File: config.mk
export PLATFORM = sky130hd
export DESIGN_NAME = sgcr_global_ctrl
export DESIGN_NICKNAME = d
export VERILOG_FILES = /design/src/design/sgcr_pkg.sv /design/src/design/sgcr_age_timer.sv /design/src/design/sgcr_global_ctrl.sv
export SDC_FILE = /design/constraint.sdc
export NUM_CORES = 1
export LEC_CHECK = 0
export ABC_AREA = 1
export BUFFER_PORTS_ARGS = -buffer_cell sky130_fd_sc_hd__buf_2
export CORE_UTILIZATION = 30
export DETAILED_ROUTE_END_ITERATION = 16
export GPL_ROUTABILITY_DRIVEN = 1
export GPL_TIMING_DRIVEN = 1
export PLACE_DENSITY = 0.61
export SYNTH_ARGS = -nofsm -noshare
export SYNTH_HDL_FRONTEND = slang
export SYNTH_SLANG_ARGS = --single-unit
File: constraint.sdc
create_clock -name clk -period 1.94 [get_ports clk]
set_input_delay 0.291 -clock clk [delete_from_list [all_inputs] [get_ports clk]]
set_output_delay 0.291 -clock clk [all_outputs]
set_load 0.01 [all_outputs]
File: src/design/sgcr_pkg.sv
// constants and carrier types for the switch global control registers
package sgcr_pkg;

  // register offsets on the management port
  localparam logic [7:0] SGCR_OFS_CTRL0 = 8'h02;
  localparam logic [7:0] SGCR_OFS_CTRL1 = 8'h03;

  // reset values
  localparam logic [7:0] SGCR_RST_CTRL0 = 8'h44;
  localparam logic [7:0] SGCR_RST_CTRL1 = 8'h30;
  localparam logic [7:0] SGCR_RD_UNMAPPED = 8'h00;

  // field positions, first control register
  localparam int SGCR_B0_NEW_BACKOFF = 7;
  localparam int SGCR_B0_PASS_FC = 3;
  localparam int SGCR_B0_LINK_AGE = 0;

  // field positions, second control register
  localparam int SGCR_B1_PASS_ALL = 7;
  localparam int SGCR_B1_TX_FC = 5;
  localparam int SGCR_B1_RX_FC = 4;
  localparam int SGCR_B1_LEN_CHECK = 3;
  localparam int SGCR_B1_AGING = 2;
  localparam int SGCR_B1_FAST_AGE = 1;
  localparam int SGCR_B1_AGGR_BACKOFF = 0;

  // frame length field limit
  localparam logic [15:0] SGCR_LEN_LIMIT = 16'h05DC;

  // timing
  localparam int unsigned SGCR_CLK_NS = 100;
  localparam int unsigned SGCR_FAST_AGE_NS = 800000;
  localparam int unsigned SGCR_NORMAL_AGE_MS = 200000;
  localparam int unsigned SGCR_FAST_AGE_CYCLES = SGCR_FAST_AGE_NS / SGCR_CLK_NS;
  localparam int unsigned SGCR_NORMAL_AGE_CYCLES =
    SGCR_NORMAL_AGE_MS * (1000000 / SGCR_CLK_NS);

  typedef struct packed {
    logic newBackoff;
    logic aggrBackoff;
    logic passFlowCtrl;
    logic passAll;
    logic txFlowEn;
    logic rxFlowEn;
    logic lenCheck;
    logic agingEn;
    logic fastAgeEn;
    logic linkAgeEn;
  } sgcr_ctrl_type;

  typedef struct packed {
    logic valid;
    logic isFlowCtrl;
    logic isPause;
    logic badFrame;
    logic [15:0] lenType;
    logic [15:0] actualLen;
  } sgcr_frame_type;

  typedef struct packed {
    logic valid;
    logic forward;
    logic honourPause;
  } sgcr_verdict_type;

  typedef enum logic {SGCR_AGE_NORMAL, SGCR_AGE_LINKFAST} sgcr_age_state_type;

endpackage

File: src/design/sgcr_age_timer.sv
// age tick generator with normal and fast periods
module sgcr_age_timer #(
  parameter int unsigned FAST_CYCLES = 8000,
  parameter int unsigned NORMAL_CYCLES = 2000000000
) (
  // clock and reset
  input wire logic clk,
  input wire logic rstn,
  input wire logic ce,
  // control
  input wire logic run,
  input wire logic fast,
  input wire logic restart,
  // event
  output logic tick
);

  // three cycles at least, so two fast ticks never fall on neighbouring or next-but-one edges
  if (FAST_CYCLES < 3 || NORMAL_CYCLES < 3) begin : gBadPeriod
    $error("age periods must be at least three cycles");
  end

  localparam logic [31:0] FAST_LAST = 32'(FAST_CYCLES - 1);
  localparam logic [31:0] NORMAL_LAST = 32'(NORMAL_CYCLES - 1);

  logic [31:0] cnt_reg;
  logic [31:0] cnt_next;
  logic tick_reg;
  wire logic [31:0] lastCount = fast ? FAST_LAST : NORMAL_LAST;
  wire logic atLast = cnt_reg >= lastCount;

  assign cnt_next = (restart || !run || atLast) ? 32'h00000000 : cnt_reg + 32'h00000001;
  assign tick = tick_reg;

  always_ff @(posedge clk or negedge rstn) begin
    if (!rstn) begin
      cnt_reg <= 32'h00000000;
      tick_reg <= 1'b0;
    end else if (ce) begin
      cnt_reg <= cnt_next;
      tick_reg <= run && !restart && atLast;
    end
  end

endmodule

File: src/design/sgcr_global_ctrl.sv
// global control registers of the switch engine with aging control
//
// Overview of operation
// - bit 7 of first register selects the new back-off algorithm
// - pass flow-control bit set forwards flow-control frames, else filters
// - any port losing link ages out every learned address entry
// - pass-all bit with sniffer mode switches errored frames too; length check and flow-control filtering still drop
// - transmit flow control bit cleared means no PAUSE frame is generated
// - receive flow control bit cleared means received PAUSE frames are ignored
// - length check drops frames with length field below 1500 not matching
// - aging enable bit turns periodic aging on or off at normal or fast period; link-loss fast age cycles run either way
// - fast age bit ages the table with the 800 us period
// - aggressive back-off bit selects non-standard half-duplex back-off
module sgcr_global_ctrl
  import sgcr_pkg::*;
#(
  parameter int NUM_PORTS = 3,
  parameter int unsigned FAST_CYCLES = sgcr_pkg::SGCR_FAST_AGE_CYCLES,
  parameter int unsigned NORMAL_CYCLES = sgcr_pkg::SGCR_NORMAL_AGE_CYCLES
) (
  // clock, reset, enable
  input wire logic clk,
  input wire logic rstn,
  input wire logic ce,
  // management register port
  input wire logic [7:0] regAddr,
  input wire logic regWrEn,
  input wire logic [7:0] regWrData,
  input wire logic regRdEn,
  output logic [7:0] regRdData,
  // switch engine configuration
  output sgcr_pkg::sgcr_ctrl_type ctrl,
  input wire logic snifferMode,
  // port link pins
  input wire logic [NUM_PORTS-1:0] linkUpPin,
  // frame screening
  input wire sgcr_pkg::sgcr_frame_type frameIn,
  output sgcr_pkg::sgcr_verdict_type verdict,
  // pause generation
  input wire logic [NUM_PORTS-1:0] pauseWanted,
  output logic [NUM_PORTS-1:0] pauseSend,
  // address table aging
  output logic ageTick,
  output logic flushAll
);
  import sgcr_pkg::*;

  if (NUM_PORTS < 1 || NUM_PORTS > 8) begin : gBadPorts
    $error("NUM_PORTS must be between 1 and 8");
  end

  ////////////////////////////////////////////////////////////////////////////////
  // registers

  logic [7:0] ctrl0_reg;
  logic [7:0] ctrl1_reg;
  logic [7:0] rdData_reg;
  wire logic hitCtrl0 = regAddr == SGCR_OFS_CTRL0;
  wire logic hitCtrl1 = regAddr == SGCR_OFS_CTRL1;
  wire logic [7:0] rdMux = hitCtrl0 ? ctrl0_reg : hitCtrl1 ? ctrl1_reg : SGCR_RD_UNMAPPED;

  always_ff @(posedge clk or negedge rstn) begin
    if (!rstn) begin
      ctrl0_reg <= SGCR_RST_CTRL0;
      ctrl1_reg <= SGCR_RST_CTRL1;
      rdData_reg <= SGCR_RD_UNMAPPED;
    end else if (ce) begin
      if (regWrEn && hitCtrl0) begin
        ctrl0_reg <= regWrData;
      end
      if (regWrEn && hitCtrl1) begin
        ctrl1_reg <= regWrData;
      end
      if (regRdEn) begin
        rdData_reg <= rdMux;
      end
    end
  end

  assign regRdData = rdData_reg;

  // reserved bits are stored as written; software keeps them at reset value
  assign ctrl.newBackoff = ctrl0_reg[SGCR_B0_NEW_BACKOFF];
  assign ctrl.passFlowCtrl = ctrl0_reg[SGCR_B0_PASS_FC];
  assign ctrl.linkAgeEn = ctrl0_reg[SGCR_B0_LINK_AGE];
  assign ctrl.passAll = ctrl1_reg[SGCR_B1_PASS_ALL];
  assign ctrl.txFlowEn = ctrl1_reg[SGCR_B1_TX_FC];
  assign ctrl.rxFlowEn = ctrl1_reg[SGCR_B1_RX_FC];
  assign ctrl.lenCheck = ctrl1_reg[SGCR_B1_LEN_CHECK];
  assign ctrl.agingEn = ctrl1_reg[SGCR_B1_AGING];
  assign ctrl.fastAgeEn = ctrl1_reg[SGCR_B1_FAST_AGE];
  assign ctrl.aggrBackoff = ctrl1_reg[SGCR_B1_AGGR_BACKOFF];

  ////////////////////////////////////////////////////////////////////////////////
  // frame screening and pause

  sgcr_verdict_type verdict_reg;
  logic [NUM_PORTS-1:0] pauseSend_reg;
  wire logic lenMismatch = ctrl.lenCheck && frameIn.lenType < SGCR_LEN_LIMIT
    && frameIn.lenType != frameIn.actualLen;
  wire logic fcFiltered = frameIn.isFlowCtrl && !ctrl.passFlowCtrl;
  wire logic passBad = ctrl.passAll && snifferMode;
  wire logic badDropped = frameIn.badFrame && !passBad;
  wire logic forwardNow = !lenMismatch && !fcFiltered && !badDropped;
  wire logic honourNow = frameIn.isPause && ctrl.rxFlowEn;

  always_ff @(posedge clk or negedge rstn) begin
    if (!rstn) begin
      verdict_reg <= '0;
      pauseSend_reg <= '0;
    end else if (ce) begin
      verdict_reg <= '{valid: frameIn.valid, forward: frameIn.valid && forwardNow,
                       honourPause: frameIn.valid && honourNow};
      pauseSend_reg <= pauseWanted & {NUM_PORTS{ctrl.txFlowEn}};
    end
  end

  assign verdict = verdict_reg;
  assign pauseSend = pauseSend_reg;

  ////////////////////////////////////////////////////////////////////////////////
  // link loss detection

  logic [NUM_PORTS-1:0] linkMeta_reg;
  logic [NUM_PORTS-1:0] linkSync_reg;
  logic [NUM_PORTS-1:0] linkPrev_reg;
  logic [NUM_PORTS-1:0] linkLost;

  genvar gp;
  generate
    for (gp = 0; gp < NUM_PORTS; gp++) begin : gLink
      assign linkLost[gp] = linkPrev_reg[gp] && !linkSync_reg[gp];
    end
  endgenerate

  wire logic anyLinkLost = |linkLost;

  ////////////////////////////////////////////////////////////////////////////////
  // aging

  sgcr_age_state_type age_reg;
  sgcr_age_state_type age_next;
  logic flush_reg;
  logic timerTick;
  wire logic fastCycleStart = anyLinkLost && ctrl.linkAgeEn;
  wire logic inFastCycle = age_reg == SGCR_AGE_LINKFAST;
  wire logic timerRun = ctrl.agingEn || inFastCycle;
  wire logic timerFast = ctrl.fastAgeEn || inFastCycle;

  always_comb begin
    age_next = age_reg;
    case (age_reg)
      SGCR_AGE_NORMAL: begin
        if (fastCycleStart) begin
          age_next = SGCR_AGE_LINKFAST;
        end
      end
      SGCR_AGE_LINKFAST: begin
        if (timerTick && !fastCycleStart) begin
          age_next = SGCR_AGE_NORMAL;
        end
      end
      default: age_next = SGCR_AGE_NORMAL;
    endcase
  end

  always_ff @(posedge clk or negedge rstn) begin
    if (!rstn) begin
      linkMeta_reg <= '0;
      linkSync_reg <= '0;
      linkPrev_reg <= '0;
      age_reg <= SGCR_AGE_NORMAL;
      flush_reg <= 1'b0;
    end else if (ce) begin
      linkMeta_reg <= linkUpPin;
      linkSync_reg <= linkMeta_reg;
      linkPrev_reg <= linkSync_reg;
      age_reg <= age_next;
      flush_reg <= anyLinkLost;
    end
  end

  sgcr_age_timer #(
    .FAST_CYCLES(FAST_CYCLES),
    .NORMAL_CYCLES(NORMAL_CYCLES)
  ) uAgeTimer (
    .clk(clk),
    .rstn(rstn),
    .ce(ce),
    .run(timerRun),
    .fast(timerFast),
    .restart(fastCycleStart),
    .tick(timerTick)
  );

  assign ageTick = timerTick;
  assign flushAll = flush_reg;
endmodule

==> impl_metrics.json <==
{
  "status": "finished, violations left",
  "violations": "setup timing",
  "skew_ns": 0.00628,
  "ys_top_cells_by_area": "dfrtp_1 39%, nand2_1 13%, nand3_1 5.5%",
  "clkTransAtPathRegs_ns": 0.06,
  "antenna_found_initial": 0,
  "wl_per_cell_um": 13.6,
  "powerDensity_nw_per_um2": 711,
  "worstPathMaxFanout": 7,
  "criticalPathCategory": "flop to flop",
  "synth_top_area_share_pct": 38.8,
  "cts_buffers": 9,
  "area.growth.synth_to_final_pct": 28.2,
  "synth_edf_count": 0,
  "tightest_slew_ns": 0.462,
  "leakage_nw": 2.69,
  "root_buffer": "clkbuf_16",
  "layout-drive-gt1-share_pct": 29.4,
  "nets": 756,
  "max_freq_mhz": 509,
  "fin_crit_sh_pct": 101,
  "yosys.area.top_type": "dfrtp_1",
  "preCtsSetupSlack_ns": -0.116,
  "vias": 4082,
  "htree_levels": 3,
  "dp.final_hpwl_um": 8620,
  "die-area_sq_um": 15500,
  "ys_seq_area_share_pct": 41.2,
  "synth_most_common_cell": "nand2_1",
  "gr-total-overflow": 0,
  "cp-start-kind": "flop",
  "num_io_pins": 90,
  "die_y_um": 125,
  "grt_pass1_wl_um": 19400,
  "period_minus_slack_ns": 1.97,
  "fillers": 1457,
  "clockBufferDepth": 2,
  "port_buffers": 89,
  "syn_nets": 656,
  "routed_wl_um": 11800,
  "maxCapViolCount": 0,
  "yosysWarnings": 0,
  "initial_utilization_pct": 30.9,
  "avgSynthCellArea_sq_um": 7.80,
  "drc_errors": 0,
  "firstDrtPassIters": 4,
  "track_usage_pct": 15.5,
  "hold_violations": 0,
  "cts_sinks": 74,
  "synth_common_cells": "154 x nand2_1, 70 x dfrtp_1, 59 x inv_1, 50 x nand3_1, 49 x nor2_1",
  "power_w": 0.00411,
  "die_x_um": 125,
  "num_antenna_cells": 0,
  "largest_register_ffs": 32,
  "ys_types": 37,
  "viasPerCell": 4.71,
  "maxSlewViolCount": 0,
  "syn_inst": 578,
  "worst_setup_path_end_kind": "flop",
  "grt_max_degree": 37,
  "core-area_sq_um": 14600,
  "required_ns": 2.19,
  "synthFlopType": "dfrtp_1",
  "first_global_vias": 3946,
  "max_slew_margin_pct": 69.0,
  "worst_slack_ns": -0.0252,
  "rows": 44,
  "setup_viol": 12,
  "peakVddDrop_mv": 0.440,
  "synth_seq_cells": 74,
  "post_layout_nonfiller_instances": 867,
  "hold_path.class": "input port to flop",
  "synth_async_sr_flop_share_pct": 100,
  "rsz0062_at_grt": "true",
  "drt_iter0_drc": 252,
  "clk_latency_ns": 0.34,
  "netlist_area_sq_um": 4510,
  "gp_congestion": 0.832,
  "postRouteAntennaNets": 0,
  "placedCellCount": 846,
  "cts_tree": "built",
  "arrival_ns": 2.22
}
## cell usage in the layout (no fill, tap or decap), types with 3 or more instances in the layout
cell type,synthesis,routed
xor2_1,20,20
nor3_1,7,7
o21ai_0,17,15
a31oi_1,8,8
a21oi_2,1,13
buf_4,10,19
nand3_4,2,3
ha_1,14,5
clkbuf_16,0,10
nand4_1,12,12
dfrtp_1,70,70
ha_4,0,8
a21oi_1,34,22
nor2_2,5,7
nand2_1,154,152
xnor2_1,9,9
nand3b_1,3,3
buf_2,5,88
dfstp_2,4,4
nor2_1,49,47
inv_1,59,57
or2_2,4,4
nand3_1,50,48
o21ai_2,16,17
## worst max-delay path, stage by stage, from the launching register on
cell	delay (ns)
dfrtp_1	0.41
inv_4	0.12
nand2_8	0.10
ha_1	0.28
nand4_1	0.10
inv_1	0.05
nand2_1	0.06
nand2_1	0.06
a21oi_2	0.18
nand3_4	0.18
buf_12	0.18
a21oi_1	0.14
## cells by family after synthesis
group | synth area share (%)
XOR/XNOR | 5.63
AO/OA/AOI/OAI | 10.8
adder cells (fa/ha/maj) | 3.88
AND/OR/NAND/NOR | 30.0
flip-flops | 41.2
buffers and inverters | 8.54
## final cells by class
cell class              instances  area, sq um  area share [%]
clock buffers                   9          225            3.90
clock inverters                 7         61.3            1.06
inverters                      60          230            3.98
multi-input cells             420         2490            43.1
flip-flops and latches         74         1860            32.1
well taps                     184          230            3.98
repair buffers                113          688            11.9
## final timing paths
path,startpoint,to,slack [ns],cells after the start
setup / recovery,ctrl1_reg[1],uAgeTimer.cnt_reg[14],-0.03,11
min in group asynchronous,rstn,uAgeTimer.cnt_reg[15],0.41,2
hold / removal,linkUpPin[0],linkMeta_reg[0],0.17,3
hold reg to reg,linkMeta_reg[1],linkMeta_reg[1],0.47,2
max in group asynchronous,rstn,ctrl0_reg[6],0.97,3
setup reg to reg,ctrl1_reg[1],uAgeTimer.cnt_reg[14],-0.03,11
## metrics by stage
step,utilization [%],hold WS [ns],cell area (sq um),setup TNS [ns]
global route,39.6,0.189,5780,-3.78
global placement,35.6,0.231,5200,-2.04
CTS,38.1,0.165,5560,-0.0269
finish,39.6,0.172,5780,-0.0987
floorplan,-,-0.00459,4520,0
detailed placement,35.6,0.234,5200,-2.64
## power breakdown
part           total (W)  switching (W)  leakage, nW  internal, W
sequential       0.00169      0.0000596        0.982      0.00163
combinational   0.000806       0.000457         1.58     0.000349
clock            0.00162       0.000728        0.135     0.000888
## metal layers
layer | global-route usage [%] | up-vias | share of wire [%]
met5 | 0 | - | 0
met4 | 5.46 | 0 | 1.5
met3 | 3.01 | 11 | 3.6
met2 | 25.5 | 62 | 48
met1 | 20.3 | 1923 | 47
li1 | - | 2086 | -
## what timing repair did
item / in CTS / in global routing
gates resized for setup: 13 / 35
pin swaps: 2 / 12
hold buffers: 1 / 0
buffers inserted: 0 / 1
cloned: 2 / 1
hold endpoints to repair: 24 / 0
setup endpoints to repair: 30 / 33
Note: power is estimated with default switching activity, not from simulation.
